### src/include/lp4_host_defines.svh
// Register map, command/address codes and timing counts for the command host.
// Assumes a 20 MHz ref_clk that also clocks the device command bus.
`ifndef LP4_HOST_DEFINES_SVH
`define LP4_HOST_DEFINES_SVH

`define REG_CTRL     8'h00
`define REG_ADDR     8'h04
`define REG_CMD      8'h08
`define REG_STATUS   8'h0C
`define REG_BANKS    8'h10
`define CTRL_OTF_BIT 0
`define CTRL_BL_BIT  1
`define CTRL_RESET   2'h0
`define STAT_ERR_BIT 1
`define RESP_OKAY    2'h0
`define RESP_SLVERR  2'h2

// Low five command/address lines of each first cycle, low two for activate; the higher bits carry fields.
`define CA_MPC1      5'h00
`define CA_PRE1      5'h10
`define CA_REF1      5'h08
`define CA_SRE1      5'h18
`define CA_WR1       5'h04
`define CA_SRX1      5'h14
`define CA_MWR1      5'h0C
`define CA_RD1       5'h02
`define CA_CAS1      5'h12
`define CA_MRW1      5'h06
`define CA_MRW2      5'h16
`define CA_MRR1      5'h0E
`define CA_ACT1      2'h1
`define CA_ACT2      2'h3

`define CLK_MHZ      20
`define NS2CYC(t)    ((((t) * `CLK_MHZ) + 999) / 1000)
`define T_RP_NS      18
`define T_RCD_NS     18
`define T_RFCAB_NS   280
`define T_RFCPB_NS   140
`define T_MRW_NS     10
`define T_XP_NS      8
`define T_RP_CYC     `NS2CYC(`T_RP_NS)
`define T_RCD_CYC    `NS2CYC(`T_RCD_NS)
`define T_RFCAB_CYC  `NS2CYC(`T_RFCAB_NS)
`define T_RFCPB_CYC  `NS2CYC(`T_RFCPB_NS)
`define T_MRW_CYC    `NS2CYC(`T_MRW_NS)
`define T_XP_CYC     `NS2CYC(`T_XP_NS)
`define T_MRR_CYC    8
`define BURST16_CYC  8
`define RW_LAT_CYC   16
`define MPC_GAP_CYC  2

`endif

### src/include/lp4_host_pkg.sv
// Types shared by the command host and its bench.
// Assumes lp4_host_defines.svh for all numeric constants.
package lp4_host_pkg;

	typedef enum logic [3:0]
	{
		OP_NONE = 4'h0, OP_ACT = 4'h1, OP_RD = 4'h2, OP_WR = 4'h3,
		OP_MWR = 4'h4, OP_PRE = 4'h5, OP_REF = 4'h6, OP_MRW = 4'h7,
		OP_MRR = 4'h8, OP_MPC = 4'h9, OP_MPC_NC = 4'hA, OP_SRE = 4'hB,
		OP_SRX = 4'hC, OP_PDE = 4'hD, OP_PDX = 4'hE
	} op_type;

	typedef enum logic [2:0]
	{
		ST_IDLE = 3'h0, ST_ISSUE = 3'h1, ST_GAP = 3'h2, ST_CKE = 3'h3, ST_XP = 3'h4
	} seq_state_type;

	typedef enum logic [2:0]
	{
		BK_IDLE = 3'h0, BK_ACTIVATING = 3'h1, BK_ACTIVE = 3'h2, BK_READING = 3'h3,
		BK_WRITING = 3'h4, BK_PRECHARGING = 3'h5, BK_REFRESHING = 3'h6
	} bank_state_type;

	typedef enum logic [1:0]
	{
		PW_ACTIVE = 2'h0, PW_PD = 2'h1, PW_SR = 2'h2, PW_SRPD = 2'h3
	} pwr_type;

endpackage

### src/lp4_cmd_host.sv
// Command host for one channel of a low-power DDR4 device: takes orders over
// AXI4-Lite, sequences two-part commands, clock enable and bank timing.
// Assumes ref_clk also clocks the device command bus and runs free.
//
// Chosen here: the register addresses and the AXI4-Lite slave port.
`timescale 1ns/100ps
`default_nettype none
`include "lp4_host_defines.svh"

module lp4_cmd_host
	import lp4_host_pkg::*;
#(
	parameter int NUM_BANKS = 8
)
(
	// Clock and reset.
	input  wire logic        ref_clk,
	input  wire logic        reset_n,
	// AXI4-Lite write channels.
	input  wire logic [7:0]  awaddr,
	input  wire logic        awvalid,
	output logic             awready,
	input  wire logic [31:0] wdata,
	input  wire logic [3:0]  wstrb,
	input  wire logic        wvalid,
	output logic             wready,
	output logic [1:0]       bresp,
	output logic             bvalid,
	input  wire logic        bready,
	// AXI4-Lite read channels.
	input  wire logic [7:0]  araddr,
	input  wire logic        arvalid,
	output logic             arready,
	output logic [31:0]      rdata,
	output logic [1:0]       rresp,
	output logic             rvalid,
	input  wire logic        rready,
	// Device command pins.
	output logic             dram_cke,
	output logic             dram_cs,
	output logic [5:0]       dram_ca
);

	logic                awready_r, wready_r, bvalid_r, arready_r, rvalid_r;
	logic                aw_ok_r, w_ok_r;
	logic [1:0]          bresp_r, rresp_r;
	logic [31:0]         rdata_r, wdata_r;
	logic [7:0]          awaddr_r;
	logic [3:0]          wstrb_r;
	logic [1:0]          ctrl_r;
	logic [15:0]         addr_r;
	op_type              op_r;
	logic [2:0]          bank_r;
	logic                ab_r, ap_r, bl_r, pend_r, err_r, pd_act_r, cke_r, cs_r;
	logic [5:0]          ca_r;
	seq_state_type       st_r, st_nxt;
	logic [1:0]          step_r, step_nxt;
	logic [7:0]          cnt_r, cnt_nxt, blk_tmr_r, burst_tmr_r;
	pwr_type             pwr_r, pwr_nxt;
	bank_state_type      bank_st_r [NUM_BANKS];
	logic [7:0]          bank_tmr_r [NUM_BANKS];
	logic                bank_ap_r [NUM_BANKS];
	logic [NUM_BANKS-1:0] idle_v, settled_v;
	logic [23:0]         bank_vec;
	logic [6:0]          seq_w [4];
	logic [1:0]          last_c;
	logic                wait_c, ok_c, drop_c, done_c, cke_nxt;

	assign awready = awready_r;
	assign wready = wready_r;
	assign bvalid = bvalid_r;
	assign bresp = bresp_r;
	assign arready = arready_r;
	assign rvalid = rvalid_r;
	assign rdata = rdata_r;
	assign rresp = rresp_r;
	assign dram_cke = cke_r;
	assign dram_cs = cs_r;
	assign dram_ca = ca_r;

	// Register decode.
	wire wr_fire = aw_ok_r && w_ok_r && !bvalid_r;
	wire sel_ctrl = awaddr_r == `REG_CTRL;
	wire sel_addr = awaddr_r == `REG_ADDR;
	wire sel_cmd = awaddr_r == `REG_CMD;
	wire sel_stat = awaddr_r == `REG_STATUS;
	wire wr_map = sel_ctrl || sel_addr || sel_cmd || sel_stat;
	wire cmd_wr = wr_fire && sel_cmd && wstrb_r[0];
	wire cmd_take = cmd_wr && !pend_r;
	wire err_clr = wr_fire && sel_stat && wstrb_r[0] && wdata_r[`STAT_ERR_BIT];
	wire [31:0] status_c = {16'h0000, ~idle_v, 2'h0, cke_r, pd_act_r, pwr_r, err_r, pend_r};
	wire [31:0] cmd_rd_c = {22'h000000, bl_r, ap_r, ab_r, bank_r, op_r};
	wire rd_map = araddr == `REG_CTRL || araddr == `REG_ADDR || araddr == `REG_CMD
		|| araddr == `REG_STATUS || araddr == `REG_BANKS;
	wire [31:0] rd_mux_c = (araddr == `REG_CTRL) ? {30'h00000000, ctrl_r} :
		(araddr == `REG_ADDR) ? {16'h0000, addr_r} :
		(araddr == `REG_CMD) ? cmd_rd_c :
		(araddr == `REG_STATUS) ? status_c :
		(araddr == `REG_BANKS) ? {8'h00, bank_vec} : 32'h00000000;

	always_ff @(posedge ref_clk or negedge reset_n)
	begin
		if (!reset_n)
		begin
			awready_r <= 1'b1;
			wready_r <= 1'b1;
			aw_ok_r <= 1'b0;
			w_ok_r <= 1'b0;
			bvalid_r <= 1'b0;
			bresp_r <= `RESP_OKAY;
			awaddr_r <= 8'h00;
			wdata_r <= 32'h00000000;
			wstrb_r <= 4'h0;
		end
		else
		begin
			if (awvalid && awready_r)
			begin
				awaddr_r <= awaddr;
				aw_ok_r <= 1'b1;
				awready_r <= 1'b0;
			end
			if (wvalid && wready_r)
			begin
				wdata_r <= wdata;
				wstrb_r <= wstrb;
				w_ok_r <= 1'b1;
				wready_r <= 1'b0;
			end
			if (wr_fire)
			begin
				bvalid_r <= 1'b1;
				bresp_r <= wr_map ? `RESP_OKAY : `RESP_SLVERR;
				aw_ok_r <= 1'b0;
				w_ok_r <= 1'b0;
			end
			if (bvalid_r && bready)
			begin
				bvalid_r <= 1'b0;
				awready_r <= 1'b1;
				wready_r <= 1'b1;
			end
		end
	end

	always_ff @(posedge ref_clk or negedge reset_n)
	begin
		if (!reset_n)
		begin
			arready_r <= 1'b1;
			rvalid_r <= 1'b0;
			rdata_r <= 32'h00000000;
			rresp_r <= `RESP_OKAY;
		end
		else if (arvalid && arready_r)
		begin
			arready_r <= 1'b0;
			rvalid_r <= 1'b1;
			rdata_r <= rd_mux_c;
			rresp_r <= rd_map ? `RESP_OKAY : `RESP_SLVERR;
		end
		else if (rvalid_r && rready)
		begin
			rvalid_r <= 1'b0;
			arready_r <= 1'b1;
		end
	end

	// Orders: a command write while one is pending is refused and flagged.
	always_ff @(posedge ref_clk or negedge reset_n)
	begin
		if (!reset_n)
		begin
			ctrl_r <= `CTRL_RESET;
			addr_r <= 16'h0000;
			op_r <= OP_NONE;
			bank_r <= 3'h0;
			ab_r <= 1'b0;
			ap_r <= 1'b0;
			bl_r <= 1'b0;
			pend_r <= 1'b0;
			err_r <= 1'b0;
		end
		else
		begin
			if (wr_fire && sel_ctrl && wstrb_r[0])
				ctrl_r <= wdata_r[1:0];
			if (wr_fire && sel_addr && wstrb_r[0])
				addr_r[7:0] <= wdata_r[7:0];
			if (wr_fire && sel_addr && wstrb_r[1])
				addr_r[15:8] <= wdata_r[15:8];
			if (cmd_take)
			begin
				op_r <= op_type'(wdata_r[3:0]);
				bank_r <= wdata_r[6:4];
				ab_r <= wdata_r[7];
				ap_r <= wdata_r[8];
				bl_r <= wdata_r[9];
			end
			pend_r <= cmd_take || (pend_r && !done_c && !drop_c);
			// A new fault in the clearing cycle wins over the clear.
			err_r <= (cmd_wr && pend_r) || drop_c || (err_r && !err_clr);
		end
	end

	// Per-bank state and timers.
	wire go = st_r == ST_ISSUE && step_r == 2'h0;
	wire is_rw = op_r == OP_RD || op_r == OP_WR || op_r == OP_MWR;
	wire ab_eff = ab_r && (op_r == OP_PRE || op_r == OP_REF);
	wire bank_op = op_r == OP_ACT || is_rw || op_r == OP_PRE || op_r == OP_REF;
	wire bl32 = op_r != OP_MWR && (ctrl_r[`CTRL_OTF_BIT] ? bl_r : ctrl_r[`CTRL_BL_BIT]);
	wire bl_pin = op_r != OP_MWR && (ctrl_r[`CTRL_OTF_BIT] ? bl_r : ctrl_r[`CTRL_BL_BIT]);
	wire [7:0] burst_c = bl32 ? 8'(`RW_LAT_CYC + 2 * `BURST16_CYC) : 8'(`RW_LAT_CYC + `BURST16_CYC);
	wire all_idle = &idle_v;
	wire all_settled = &settled_v;

	for (genvar g = 0; g < NUM_BANKS; g++)
	begin : bank_g
		wire hit = go && bank_op && (ab_eff || bank_r == 3'(g));
		wire busy = bank_tmr_r[g] != 8'h00;
		assign idle_v[g] = bank_st_r[g] == BK_IDLE;
		assign settled_v[g] = idle_v[g] || bank_st_r[g] == BK_ACTIVE;
		assign bank_vec[3*g +: 3] = bank_st_r[g];
		always_ff @(posedge ref_clk or negedge reset_n)
		begin
			if (!reset_n)
			begin
				bank_st_r[g] <= BK_IDLE;
				bank_tmr_r[g] <= 8'h00;
				bank_ap_r[g] <= 1'b0;
			end
			else if (hit)
			begin
				bank_ap_r[g] <= ap_r && is_rw;
				bank_st_r[g] <= op_r == OP_ACT ? BK_ACTIVATING : op_r == OP_RD ? BK_READING :
					is_rw ? BK_WRITING : op_r == OP_PRE ? BK_PRECHARGING : BK_REFRESHING;
				bank_tmr_r[g] <= op_r == OP_ACT ? 8'(`T_RCD_CYC) : is_rw ? burst_c :
					op_r == OP_PRE ? 8'(`T_RP_CYC) :
					ab_r ? 8'(`T_RFCAB_CYC) : 8'(`T_RFCPB_CYC);
			end
			else if (busy)
				bank_tmr_r[g] <= bank_tmr_r[g] - 8'h01;
			else if (bank_st_r[g] == BK_READING || bank_st_r[g] == BK_WRITING)
			begin
				bank_st_r[g] <= bank_ap_r[g] ? BK_PRECHARGING : BK_ACTIVE;
				bank_tmr_r[g] <= bank_ap_r[g] ? 8'(`T_RP_CYC) : 8'h00;
			end
			else if (bank_st_r[g] != BK_IDLE && bank_st_r[g] != BK_ACTIVE)
				bank_st_r[g] <= bank_st_r[g] == BK_ACTIVATING ? BK_ACTIVE : BK_IDLE;
		end
	end

	// Waiting holds a legal order back; an order illegal in settled state is dropped.
	wire tgt_settled = settled_v[bank_r];
	wire tgt_idle = idle_v[bank_r];
	wire tgt_active = bank_st_r[bank_r] == BK_ACTIVE;
	wire in_sr = pwr_r == PW_SR;
	wire in_pd = pwr_r == PW_PD || pwr_r == PW_SRPD;
	wire dev_op = ab_eff || op_r == OP_MRW || op_r == OP_SRE || op_r == OP_PDE;

	always_comb
	begin
		wait_c = blk_tmr_r != 8'h00;
		if (dev_op)
			wait_c = wait_c || !all_settled || burst_tmr_r != 8'h00;
		else if (is_rw)
			wait_c = wait_c || !tgt_settled || burst_tmr_r != 8'h00;
		else if (bank_op)
			wait_c = wait_c || !tgt_settled;
		case (op_r)
			OP_ACT: ok_c = !in_sr && tgt_idle;
			OP_RD, OP_WR, OP_MWR: ok_c = !in_sr && tgt_active;
			OP_PRE: ok_c = !in_sr;
			OP_REF: ok_c = !in_sr && (ab_r ? all_idle : tgt_idle);
			OP_MRW: ok_c = all_idle;
			OP_MRR, OP_MPC, OP_MPC_NC: ok_c = 1'b1;
			OP_SRE: ok_c = !in_sr && all_idle;
			OP_SRX, OP_PDE: ok_c = in_sr || (op_r == OP_PDE && pwr_r == PW_ACTIVE);
			OP_PDX: ok_c = 1'b1;
			default: ok_c = 1'b0;
		endcase
		ok_c = ok_c && (in_pd ? op_r == OP_PDX : op_r != OP_PDX);
	end

	// Command words: first cycle with chip select high, second with it low.
	wire [9:0] col = addr_r[9:0];
	wire [7:0] colm = {col[8:4], (op_r == OP_WR || op_r == OP_MWR) ? 2'h0 : col[3:2], 1'b0};
	wire [6:0] rw2 = {1'b0, ap_r, col[9], 1'b0, bank_r};
	wire [6:0] cas1 = {1'b1, colm[7], `CA_CAS1};
	wire [6:0] cas2 = {1'b0, colm[6:1]};

	always_comb
	begin
		seq_w[0] = 7'h00;
		seq_w[1] = {1'b0, 3'h0, bank_r};
		seq_w[2] = cas1;
		seq_w[3] = cas2;
		last_c = 2'h3;
		case (op_r)
			OP_ACT:
			begin
				seq_w[0] = {1'b1, addr_r[15:12], `CA_ACT1};
				seq_w[1] = {1'b0, addr_r[11:10], 1'b0, bank_r};
				seq_w[2] = {1'b1, addr_r[9:6], `CA_ACT2};
				seq_w[3] = {1'b0, addr_r[5:0]};
			end
			OP_RD:
			begin
				seq_w[0] = {1'b1, bl_pin, `CA_RD1};
				seq_w[1] = rw2;
			end
			OP_WR:
			begin
				seq_w[0] = {1'b1, bl_pin, `CA_WR1};
				seq_w[1] = rw2;
			end
			OP_MWR:
			begin
				seq_w[0] = {1'b1, 1'b0, `CA_MWR1};
				seq_w[1] = rw2;
			end
			OP_MRW:
			begin
				seq_w[0] = {1'b1, addr_r[15], `CA_MRW1};
				seq_w[1] = {1'b0, addr_r[5:0]};
				seq_w[2] = {1'b1, addr_r[14], `CA_MRW2};
				seq_w[3] = {1'b0, addr_r[13:8]};
			end
			OP_MRR:
			begin
				seq_w[0] = {1'b1, 1'b0, `CA_MRR1};
				seq_w[1] = {1'b0, addr_r[5:0]};
			end
			OP_MPC, OP_MPC_NC:
			begin
				seq_w[0] = {1'b1, addr_r[6], `CA_MPC1};
				seq_w[1] = {1'b0, addr_r[5:0]};
				last_c = op_r == OP_MPC ? 2'h3 : 2'h1;
			end
			OP_PRE:
			begin
				seq_w[0] = {1'b1, ab_r, `CA_PRE1};
				last_c = 2'h1;
			end
			OP_REF:
			begin
				seq_w[0] = {1'b1, ab_r, `CA_REF1};
				last_c = 2'h1;
			end
			OP_SRE, OP_SRX:
			begin
				seq_w[0] = {1'b1, 1'b0, op_r == OP_SRE ? `CA_SRE1 : `CA_SRX1};
				seq_w[1] = 7'h00;
				last_c = 2'h1;
			end
			default: last_c = 2'h1;
		endcase
	end

	// Sequencer.
	always_comb
	begin
		st_nxt = st_r;
		step_nxt = step_r;
		cnt_nxt = cnt_r;
		pwr_nxt = pwr_r;
		cke_nxt = cke_r;
		drop_c = 1'b0;
		done_c = 1'b0;
		case (st_r)
			ST_IDLE:
				if (pend_r && !wait_c)
				begin
					drop_c = !ok_c;
					if (ok_c)
						st_nxt = (op_r == OP_PDE || op_r == OP_PDX) ? ST_CKE : ST_ISSUE;
					step_nxt = 2'h0;
				end
			ST_ISSUE:
			begin
				step_nxt = step_r + 2'h1;
				if (go && op_r == OP_SRE)
					pwr_nxt = PW_SR;
				if (go && op_r == OP_SRX)
					pwr_nxt = PW_ACTIVE;
				if (step_r == last_c)
				begin
					st_nxt = op_r == OP_MPC_NC ? ST_GAP : ST_IDLE;
					cnt_nxt = 8'(`MPC_GAP_CYC);
					done_c = op_r != OP_MPC_NC;
				end
			end
			ST_GAP:
			begin
				cnt_nxt = cnt_r - 8'h01;
				done_c = cnt_r == 8'h01;
				st_nxt = done_c ? ST_IDLE : ST_GAP;
			end
			ST_CKE:
			begin
				cke_nxt = op_r == OP_PDX;
				if (op_r == OP_PDE)
					pwr_nxt = in_sr ? PW_SRPD : PW_PD;
				else
					pwr_nxt = pwr_r == PW_SRPD ? PW_SR : PW_ACTIVE;
				cnt_nxt = 8'(`T_XP_CYC);
				st_nxt = op_r == OP_PDX ? ST_XP : ST_IDLE;
				done_c = op_r == OP_PDE;
			end
			ST_XP:
			begin
				cnt_nxt = cnt_r - 8'h01;
				done_c = cnt_r == 8'h01;
				st_nxt = done_c ? ST_IDLE : ST_XP;
			end
			default: st_nxt = ST_IDLE;
		endcase
	end

	wire [7:0] blk_set = op_r == OP_REF ? (ab_r ? 8'(`T_RFCAB_CYC) : 8'(`T_RFCPB_CYC)) :
		op_r == OP_MRW ? 8'(`T_MRW_CYC) : 8'(`T_MRR_CYC);
	wire blk_hit = go && (op_r == OP_REF || op_r == OP_MRW || op_r == OP_MRR);
	// Pins show deselect outside command words, so the clock enable edge sees none.
	wire [6:0] pin_nxt = st_r == ST_ISSUE ? seq_w[step_r] : 7'h00;

	always_ff @(posedge ref_clk or negedge reset_n)
	begin
		if (!reset_n)
		begin
			st_r <= ST_IDLE;
			step_r <= 2'h0;
			cnt_r <= 8'h00;
			pwr_r <= PW_ACTIVE;
			pd_act_r <= 1'b0;
			cke_r <= 1'b1;
			cs_r <= 1'b0;
			ca_r <= 6'h00;
			blk_tmr_r <= 8'h00;
			burst_tmr_r <= 8'h00;
		end
		else
		begin
			st_r <= st_nxt;
			step_r <= step_nxt;
			cnt_r <= cnt_nxt;
			pwr_r <= pwr_nxt;
			cke_r <= cke_nxt;
			{cs_r, ca_r} <= pin_nxt;
			if (st_r == ST_CKE && op_r == OP_PDE)
				pd_act_r <= !all_idle;
			blk_tmr_r <= blk_hit ? blk_set : blk_tmr_r - 8'(blk_tmr_r != 8'h00);
			burst_tmr_r <= (go && is_rw) ? burst_c : burst_tmr_r - 8'(burst_tmr_r != 8'h00);
		end
	end
endmodule

`default_nettype wire
### config.mk
export PLATFORM = sky130hd
export DESIGN_NAME = lp4_cmd_host
export DESIGN_NICKNAME = d
export VERILOG_FILES = /design/src/include/lp4_host_pkg.sv /design/src/lp4_cmd_host.sv
export VERILOG_INCLUDE_DIRS = /design/src /design/src/include
export SDC_FILE = /design/constraint.sdc
export NUM_CORES = 1
export LEC_CHECK = 0
export BUFFER_PORTS_ARGS = -buffer_cell sky130_fd_sc_hd__buf_2
export CORE_MARGIN = 4
export CORE_UTILIZATION = 30
export DETAILED_ROUTE_END_ITERATION = 16
export PLACE_DENSITY = 0.55
export REMOVE_ABC_BUFFERS = 1
export SLEW_MARGIN = 25
export SYNTH_ARGS = -nofsm -noshare
export SYNTH_HDL_FRONTEND = slang
export SYNTH_SLANG_ARGS = --single-unit
### constraint.sdc
create_clock -name ref_clk -period 4.4 [get_ports ref_clk]
set_input_delay 0.66 -clock ref_clk [delete_from_list [all_inputs] [get_ports ref_clk]]
set_output_delay 0.66 -clock ref_clk [all_outputs]
set_load 0.02 [all_outputs]
==> results_dict.tcl, run 1 <==
set metrics [dict create \
    hold_path_class "in -> reg" \
    timing.hold.worst.start "awvalid" \
    hold_violations 0 \
    fp.coreArea_sq_um 42000 \
    synth_enable_flop_cells 0 \
    synth.lib_cells_used.distinct 73 \
    clock.fmax_mhz 334 \
    drt_pass1_iterations 7 \
    replace_congestion 0.907 \
    worstSetupEndpointType "flip-flop" \
    whs_ns 0.254 \
    clock_sinks 225 \
    floorplan.io_pins 108 \
    timing_worst_setup_path_type "reg -> reg" \
    floorplan.rows 75 \
    clock_insertion_delay_worst_skew_ns 0.56 \
    synth_seq_area_share 0.440 \
    total_power_mw 6.04 \
    timing.reg2reg.setup_slack_ns 1.41 \
    global_route_wire_length_before_repair_mm 57.9 \
    remaining_drc_errors 0 \
    wl_per_cell_um 17.6 \
    overall_track_demand_over_capacity_in_global_routing 0.151 \
    drt-met1-wl_mm 16.8 \
    cts-root-to-sink-buffers 3 \
    dieArea_sq_um 46100 \
    met2RoutedLength_mm 15.6 \
    drt.antenna.violating_nets 0 \
    place.port_buffers 79 \
    critPathLaunchType "flip-flop" \
    setup_viol 0 \
    grt_antenna_before_repair 2 \
    holdPathStages 2 \
    post_cts_resized 0 \
    layout_worst_path_cycle_share 0.679 \
    synth_area_sq_um 12800 \
    final_nets 1538 \
    top_layer "met5" \
    htree_num_levels 1 \
    floorplan.die.width_um 215 \
    worstHoldEndpoint "awready" \
    grt_start_max_net_pins 126 \
    synth.ff_latch_count 225 \
    ff2ff_path_depth 7 \
    tightestPinTransition_ns 0.984 \
    grt_overflow 0 \
    slew-limit-headroom 0.342 \
    syn-instance-count 1402 \
    worst-endpoint-required_ns 4.82 \
    rsz0062_at_grt "no" \
    postSynth.asyncResetShare 1.00 \
    synth_area_per_cell_sq_um 9.14 \
    fillerInstances 4307 \
    post_route_cells_drive_above_1_share 0.161 \
    status "completed" \
    fin_util 0.351 \
    met3_length_mm 2.32 \
    power_density_nw_per_um2 409 \
    crit_arrival_ns 3.41 \
    routed-via-count 10700 \
    drt_iter0_drc 775 \
    number_of_global_route_vias_before_repair 10500 \
    regToRegStartpoint "bank_r[0]" \
    synth.yosys.warnings 0 \
    initial_core_utilization 0.305 \
    clock-skew-final_ns 0.0326 \
    vdd_drop_max_mv 0.338 \
    die_height_um 215 \
    timing_max_transition_violations_final 0 \
    maxCapViolCount 0 \
    wirelength_mm 35.5 \
    most_common_flop_cell_mapped_by_yosys "dfrtp_1" \
    area_delta_synth_final_pct 15.2 \
    leakage_nw 6.51 \
    final_period_minus_worst_setup_slack_ns 2.99 \
    cts_inserted_buffers 27 \
    root_buffer "clkbuf_16" \
    finalSetupTns_ns 0 \
    clkTransAtPathRegs_ns 0.06 \
    crit_path_max_fanout 18 \
    vias_per_cell 5.32 \
    tritoncts "built" \
    detailed_place_hpwl_mm 25.1 \
    timing.rr.end "pend_r" \
]
[per-stage QoR]
| step | std cells | worst slack, ns | instance area, sq um |
|---|---|---|---|
| floorplan | 1327 | 1.69 | 12500 |
| global placement | 1964 | 1.39 | 13700 |
| finish | 2017 | 1.41 | 14800 |
| detailed placement | 1964 | 1.41 | 13700 |
| CTS | 2014 | 1.41 | 14700 |
| global route | 2017 | 1.20 | 14800 |
[synth_stat cells (6+ instances only)]
| cell | count | area share |
|---|---|---|
| o21ai_0 | 94 | 0.037 |
| or3_1 | 21 | 0.010 |
| a21oi_1 | 100 | 0.039 |
| nand2_1 | 165 | 0.048 |
| mux2i_1 | 9 | 0.0070 |
| nor2b_1 | 20 | 0.0098 |
| a311oi_1 | 9 | 0.0062 |
| and2_1 | 11 | 0.0054 |
| nor3b_1 | 8 | 0.0047 |
| a22oi_1 | 10 | 0.0059 |
| a221oi_1 | 20 | 0.014 |
| nand3b_1 | 19 | 0.011 |
| nor4_1 | 14 | 0.0068 |
| a21boi_0 | 6 | 0.0035 |
| nor3_1 | 38 | 0.015 |
| mux2_2 | 61 | 0.054 |
| nand2b_1 | 19 | 0.0093 |
| clkbuf_1 | 66 | 0.019 |
| dfrtp_1 | 221 | 0.43 |
| buf_4 | 10 | 0.0059 |
| o31ai_1 | 10 | 0.0059 |
| o211ai_1 | 20 | 0.012 |
| xor2_1 | 23 | 0.016 |
| nor2_1 | 120 | 0.035 |
| and3_1 | 10 | 0.0049 |
| xnor2_1 | 27 | 0.018 |
| nand3_1 | 32 | 0.013 |
| ha_1 | 23 | 0.022 |
| nand4b_1 | 9 | 0.0062 |
| o21a_1 | 20 | 0.012 |
| o22ai_1 | 16 | 0.0078 |
| a222oi_1 | 6 | 0.0047 |
| inv_1 | 45 | 0.013 |
| a21o_1 | 8 | 0.0047 |
| or4_1 | 9 | 0.0053 |
| buf_2 | 7 | 0.0027 |
| a211oi_1 | 12 | 0.0070 |
[per-layer routing]
layer / vias up / global-route usage
met5: - / 0
met4: 2 / 0.0408
met3: 64 / 0.0293
met2: 327 / 0.230
met1: 5150 / 0.219
li1: 5185 / -
[what timing repair did]
item | 4_1_cts | 5_1_grt
endpoints found under the setup margin | 0 | 0
setup buffers | 0 | 0
hold endpoints to repair | 0 | 26
hold buffers | 0 | 1
[placed cells by master, fill, tap and decap left out, types with 9 or more instances in the layout]
master	n
and2_1	11
nand3b_1	19
nor4_1	14
or3_1	21
xnor2_1	27
nand2_1	164
nand4b_1	9
a211oi_1	12
ha_1	23
mux2_2	61
o22ai_1	16
nand3_1	32
nor2b_1	19
o31ai_1	10
inv_1	45
o21ai_0	94
buf_4	18
a221oi_1	20
o21a_1	20
nor3_1	38
conb_1	10
or4_1	9
clkbuf_16	27
nand2b_1	19
a22oi_1	10
and3_1	10
nor2_1	120
a311oi_1	9
dfrtp_1	221
mux2i_1	9
buf_2	78
xor2_1	23
a21oi_1	100
o211ai_1	20
[power by group]
group / switching, mW / internal, mW
Sequential: 0.259 / 2.37
Combinational: 0.504 / 0.446
Clock: 0.923 / 1.54
Total: 1.69 / 4.36
[logic make-up after synthesis]
| kind of cell | share of synthesized area |
|---|---|
| simple gates | 0.202 |
| compound gates | 0.189 |
| flops | 0.440 |
| buf+inv | 0.0426 |
| mux | 0.0694 |
| xor+xnor | 0.0342 |
| fa+ha+maj | 0.0225 |
| other cells | 0.000293 |
[worst max-delay path by stage]
| stage | from | endpoint | slack (ns) |
|---|---|---|---|
| 2_1_floorplan | araddr[1] | rdata[11] | 1.69 |
| 3_3_place_gp | bank_r[0] | pend_r | 1.39 |
| 3_5_place_dp | bank_r[0] | pend_r | 1.41 |
| 4_1_cts | bank_r[0] | pend_r | 1.41 |
| 5_1_grt | op_r[0] | bank_tmr_r[51] | 1.20 |
| 6_report | bank_r[0] | pend_r | 1.41 |
[worst max-delay path, cell delays in order (launching register included)]
cell       delay [ns]
dfrtp_1          0.77
mux4_2           0.64
mux4_2           0.45
o2111ai_2        0.18
o2111ai_1        0.14
a21o_1           0.25
a211oi_2         0.31
o31ai_1          0.12
[sequential cells by signal (all words and copies together), names as in the netlist, 3 cells and up]
| name | flops |
|---|---|
| bank_tmr_r | 64 |
| bank_st_r | 24 |
| rdata | 24 |
| addr_r | 16 |
| wdata_r | 16 |
| awaddr_r | 8 |
| bank_ap_r | 8 |
| blk_tmr_r | 8 |
| burst_tmr_r | 8 |
| cnt_r | 8 |
| dram_ca | 6 |
| op_r | 4 |
| bank_r | 3 |
| st_r | 3 |
[final cells by class]
| type | count | area, sq um | area share |
|---|---|---|---|
| clock buffers | 32 | 734 | 0.0498 |
| repair buffers | 100 | 598 | 0.0405 |
| flip-flops and latches | 225 | 5640 | 0.382 |
| inverters | 47 | 176 | 0.0120 |
| diodes | 1 | 2.50 | 0.000170 |
| multi-input cells | 1055 | 6680 | 0.453 |
| clock inverters | 18 | 255 | 0.0173 |
| well taps | 539 | 674 | 0.0457 |
Power figures use the tool's default switching activity.
==> run 2: changes to the inputs <==
- ABC_AREA: not set -> 1
- PLACE_DENSITY: 0.55 -> 0.56
- clock period: 4.4 -> 2.7 ns (I/O delays scaled with it)
==> results_dict.tcl, run 2 <==
set metrics [dict create \
    multi_input_area_sq_um 5790 \
    detailed_place_hpwl_mm 27.1 \
    routed-via-count 11400 \
    synth_seq_area_share 0.452 \
    setup_viol 0 \
    sw_frac_of_total 0.370 \
    share_comb_of_total_power 0.315 \
    area_delta_synth_final_pct 17.2 \
    regArea_sq_um 5640 \
    clock_sinks 225 \
    grt_overflow 0 \
    antenna_cells 0 \
    clkTransAtPathRegs_ns 0.06 \
    vdd_drop_max_mv 0.556 \
    timing.critical_path.slowest_stage_cell "nor2_1" \
    number_of_flip_flops_in_the_largest_register 64 \
    syn-instance-count 1643 \
    synth.ff_latch_count 225 \
    critPathLaunchType "flip-flop" \
    synth_enable_flop_cells 0 \
    max_stage_delay_ns 0.64 \
    synth.top_cell.area_share 0.444 \
    synth_area_leader_cell "dfrtp_1" \
    timing_max_transition_violations_final 0 \
    synth_area_per_cell_sq_um 7.58 \
    wirelength_mm 36.2 \
    synth.lib_cells_used.distinct 48 \
    crit_arrival_ns 2.77 \
    layout_worst_path_cycle_share 0.868 \
    root_buffer "clkbuf_16" \
    grt_start_max_net_pins 81 \
    wl_per_cell_um 15.7 \
    floorplan.rows 74 \
    fp.coreArea_sq_um 40900 \
    top_area_cells_in_the_synthesized_netlist "dfrtp_1 44%, nand2_1 12%, o21ai_0 7.6%, inv_1 6.3%, nor2_1 5.3%" \
    most_common_flop_cell_mapped_by_yosys "dfrtp_1" \
    clock_insertion_delay_worst_skew_ns 0.54 \
    status "completed" \
    final_common_cell "nand2_1" \
    p_int_mw 8.07 \
    yosys.cell_count.top_type "nand2_1" \
    fillerInstances 4363 \
    worstSetupEndpointType "flip-flop" \
    clock.fmax_mhz 427 \
    number_of_global_route_vias_before_repair 11000 \
    drt_iter0_drc 915 \
    path_buf_inv 3 \
    timing_worst_setup_path_type "reg -> reg" \
    drt_pass1_iterations 6 \
    dieArea_sq_um 44900 \
    cts-root-to-sink-buffers 3 \
    post_route_cells_drive_above_1_share 0.118 \
    grt_antenna_before_repair 1 \
    drt.antenna.violating_nets 0 \
    post_cts_resized 0 \
    postSynth.asyncResetShare 1.00 \
    crit_path_max_fanout 7 \
    tritoncts "built" \
    power.net_switching_mw 4.75 \
    netlist_top_cells_count "387 x nand2_1, 221 x dfrtp_1, 208 x inv_1" \
    synth.yosys.warnings 0 \
    synth_area_sq_um 12500 \
    vias_per_cell 4.93 \
    power.sequential.fraction 0.399 \
    hold_violations 0 \
    maxCapViolCount 0 \
    rsz0062_at_grt "no" \
    clkPwrFrac 0.287 \
    floorplan.io_pins 108 \
    place.port_buffers 79 \
    mostFrequentLayoutCells "386 x nand2_1, 221 x dfrtp_1, 208 x inv_1, 188 x o21ai_0, 176 x nor2_1" \
    total_power_mw 12.8 \
    timing.critical_path.cells "inv_2 > nand2_2 > nor2_1 > nor2_1 > nand4_1 > nand2_1 > inv_1 > nand2_1 > o311ai_0 > nand3_1 > inv_1" \
    power_density_nw_per_um2 877 \
    final_period_minus_worst_setup_slack_ns 2.34 \
    finalSetupTns_ns 0 \
    replace_congestion 0.913 \
    hold_path_class "in -> reg" \
    dp.cells 2260 \
    initial_core_utilization 0.304 \
    slew-limit-headroom 0.482 \
    critical-path-top-delay-family "simple AND/OR/NAND/NOR gates" \
    largest_register "bank_tmr_r" \
    overall_track_demand_over_capacity_in_global_routing 0.160 \
    leakage_nw 7.00 \
    tightestPinTransition_ns 0.774 \
    worst-endpoint-required_ns 3.13 \
    clock-skew-final_ns 0.00970 \
    die_height_um 212 \
    floorplan.die.width_um 212 \
    global_route_wire_length_before_repair_mm 58.9 \
    final_nets 1839 \
    remaining_drc_errors 0 \
    htree_num_levels 1 \
    cts_inserted_buffers 26 \
    final_cells 2309 \
]
[run 2: cell count changes in the layout (fill, tap and decap cells not counted), moves of 25 or more]
cell	change
nand3_1	+36
nor2_1	+56
nand4_1	+25
nand2_1	+222
o21ai_0	+94
mux2_2	-61
inv_1	+163
a21oi_1	-48
[run 2: kinds of logic (layout without fill, tap and decap cells)]
kind of cell | after synthesis | count (layout) | share of synthesized area
flops | 225 | 225 | 0.452
compound gates | 347 | 347 | 0.163
fa+ha+maj | 23 | 23 | 0.0231
buf+inv | 270 | 395 | 0.0860
other cells | 1 | 10 | 0.000301
xor+xnor | 32 | 32 | 0.0225
simple gates | 745 | 745 | 0.253
[run 2: worst reg2reg max path, stage by stage, from the launching register on]
cell,delay [ns]
dfrtp_1,0.52
inv_2,0.09
nand2_2,0.10
nor2_1,0.11
nor2_1,0.64
nand4_1,0.22
nand2_1,0.10
inv_1,0.05
nand2_1,0.05
o311ai_0,0.17
nand3_1,0.14
inv_1,0.05
[run 2: cell type report]
type / instances / share of cell area
clock buffers: 40 / 0.0544
clock inverters: 8 / 0.00668
inverters: 223 / 0.0573
multi-input cells: 1157 / 0.396
flip-flops and latches: 225 / 0.386
well taps: 532 / 0.0456
repair buffers: 124 / 0.0536
[run 2: path summary, 6_finish.rpt]
check,from,end,slack [ns],depth (start not counted)
min in group asynchronous,reset_n,bank_tmr_r[1],0.47,2
max reg2reg,op_r[1],dram_ca[2],0.36,11
min reg2reg,blk_tmr_r[7],blk_tmr_r[7],0.47,1
max in group asynchronous,reset_n,arready,1.46,3
min,awvalid,awready,0.03,2
max,op_r[1],dram_ca[2],0.36,11
[run 2: what timing repair did]
| item | in CTS | in global routing |
|---|---|---|
| hold endpoints to repair | 73 | 0 |
| hold buffers | 1 | 0 |
| buffers inserted | 0 | 0 |
[run 2: per-stage QoR]
stage	cell area, sq um	util	worst slack [ns]	hold slack (ns)
after floorplan	12300	-	0.532	0.109
after global placement	13700	0.335	0.355	0.447
after detailed placement	13700	0.335	0.377	0.460
after CTS	14600	0.357	0.342	0.00452
after global routing	14600	0.357	0.122	0.0537
final	14600	0.357	0.356	0.0308
[run 2: routing by layer]
layer,global-route usage,up-vias,routed length (um)
met5,0,-,0
met4,0.0369,0,796
met3,0.0216,57,2020
met2,0.252,314,15800
met1,0.236,5366,17500
li1,-,5641,-
[run 2: power by group through the flow]
stage	registers (mW)	logic, mW	clock network, mW
after floorplan	5.02	2.78	0
after global placement	5.13	3.95	0
after detailed placement	5.13	4.05	0
after CTS	5.10	4.06	3.79
after global routing	5.24	4.64	3.92
final	5.11	4.03	3.68
==> run 3: changes to the inputs <==
- CELL_PAD_IN_SITES_DETAIL_PLACEMENT: not set -> 1
- CELL_PAD_IN_SITES_GLOBAL_PLACEMENT: not set -> 1
- PLACE_DENSITY: 0.56 -> 0.69
==> results_dict.tcl, run 3 (synthesis results as in run 2) <==
set metrics [dict create \
    critPathLaunchType "flip-flop" \
    overall_track_demand_over_capacity_in_global_routing 0.180 \
    timing.rr.end "bank_tmr_r[32]" \
    crit_arrival_ns 2.89 \
    routed-via-count 11700 \
    slew-limit-headroom 0.508 \
    maxCapViolCount 0 \
    final_common_cell "nand2_1" \
    number_of_flip_flops_in_the_largest_register 64 \
    timing_max_transition_violations_final 0 \
    postPlaceCellArea_sq_um 13700 \
    final_cells 2308 \
    crit_path_max_fanout 13 \
    dp.cells 2260 \
    hold_violations 0 \
    p_int_mw 8.35 \
    pre_cts_slack_ns 0.327 \
    share_comb_of_total_power 0.314 \
    stdcell_area_sq_um 14700 \
    status "completed" \
    grt_overflow 0 \
    timing_worst_setup_path_type "reg -> reg" \
    post_route_cells_drive_above_1_share 0.118 \
    total_power_mw 13.3 \
    number_of_global_route_vias_before_repair 12400 \
    clock_insertion_delay_worst_skew_ns 0.55 \
    vias_per_cell 5.06 \
    htree_num_levels 1 \
    clock-skew-final_ns 0.0122 \
    grt_antenna_before_repair 1 \
    power.sequential.fraction 0.385 \
    tightestPinTransition_ns 0.736 \
    worstHoldEndpoint "awready" \
    final_period_minus_worst_setup_slack_ns 2.41 \
    replace_congestion 0.904 \
    power_density_nw_per_um2 905 \
    floorplan.rows 74 \
    tritoncts "built" \
    layout_worst_path_cycle_share 0.893 \
    rsz0062_at_grt "no" \
    hold_path_class "in -> reg" \
    fin_util 0.358 \
    die_height_um 212 \
    dieArea_sq_um 44900 \
    worstSetupEndpointType "flip-flop" \
    mostFrequentLayoutCells "386 x nand2_1, 221 x dfrtp_1, 208 x inv_1, 188 x o21ai_0, 176 x nor2_1" \
    fp.coreArea_sq_um 40900 \
    final_nets 1839 \
    wirelength_mm 39.9 \
    regToRegStartpoint "op_r[1]" \
    timing.hold.worst.start "awvalid" \
    power.net_switching_mw 4.92 \
    cts_post_setup_buffers_inserted 0 \
    fillerInstances 5088 \
    remaining_drc_errors 0 \
    antenna_cells 0 \
    clkTransAtPathRegs_ns 0.06 \
    sw_frac_of_total 0.371 \
    drt_iter0_drc 646 \
    drt_pass1_iterations 5 \
    vdd_drop_max_mv 0.634 \
    cts-root-to-sink-buffers 3 \
    final_critical_path_setup_slack_ns 0.290 \
    clock.fmax_mhz 415 \
    ff2ff_path_depth 11 \
    place.port_buffers 79 \
    floorplan.die.width_um 212 \
    wl_per_cell_um 17.3 \
    detailed_place_hpwl_mm 30.0 \
    holdPathStages 2 \
    initial_core_utilization 0.304 \
    clkPwrFrac 0.301 \
    worst-endpoint-required_ns 3.18 \
    clock_sinks 225 \
    cts_inserted_buffers 26 \
    timing.reg2reg.setup_slack_ns 0.29 \
    largest_register "bank_tmr_r" \
    global_route_wire_length_before_repair_mm 66.2 \
    area_delta_synth_final_pct 17.7 \
    setup_viol 0 \
    post_cts_resized 0 \
    grt_start_max_net_pins 66 \
    finalSetupTns_ns 0 \
    leakage_nw 7.03 \
    root_buffer "clkbuf_16" \
    floorplan.io_pins 108 \
    drt.antenna.violating_nets 0 \
    whs_ns 0.0450 \
]
## run 3: timing repair
| item | in CTS | in global routing |
|---|---|---|
| endpoints found under the setup margin | 0 | 0 |
| hold endpoints to repair | 59 | 0 |
| hold buffers | 1 | 0 |
## run 3: layer usage
layer,global-route usage,share of wire,up-vias
met1,0.250,0.47,5729
li1,-,-,5656
met5,0,0,-
met3,0.0176,0.036,61
met4,0.0500,0.026,0
met2,0.300,0.47,229
## run 3: worst max-delay path: stages (launching register included)
cell and delay [ns]:
dfrtp_1 0.48, inv_2 0.12, nand2_2 0.08, nor2_1 0.34, nor2_2 0.12, a21oi_4 0.27, nand2_1 0.29, inv_2 0.28
nand2_1 0.08, o21ai_1 0.10, nor2_1 0.05, a21oi_1 0.12
## run 3: area by class of cell
class,count,area [sq um],area share
clock inverter,12,220,0.0150
timing repair buffer,124,771,0.0526
clock buffer,35,746,0.0509
sequential,225,5640,0.384
tap,532,666,0.0454
inverter,223,837,0.0571
multi-input combinational,1157,5790,0.395
## run 3: how the worst max path moves through the flow
stage,startpoint,end,depth (start not counted)
global route,op_r[1],bank_tmr_r[32],11
global placement,op_r[1],bank_tmr_r[32],11
detailed placement,op_r[1],bank_tmr_r[32],11
floorplan,op_r[1],bank_st_r[21],9
CTS,op_r[1],bank_tmr_r[32],11
finish,op_r[1],bank_tmr_r[32],11
## run 3: power groups by stage
stage / logic (mW) / clock network (mW) / registers [mW]
final: 4.16 / 4.00 / 5.11
after detailed placement: 4.18 / 0 / 5.15
after global routing: 4.81 / 4.25 / 5.25
after floorplan: 2.78 / 0 / 5.02
after CTS: 4.22 / 4.11 / 5.11
after global placement: 4.00 / 0 / 5.11
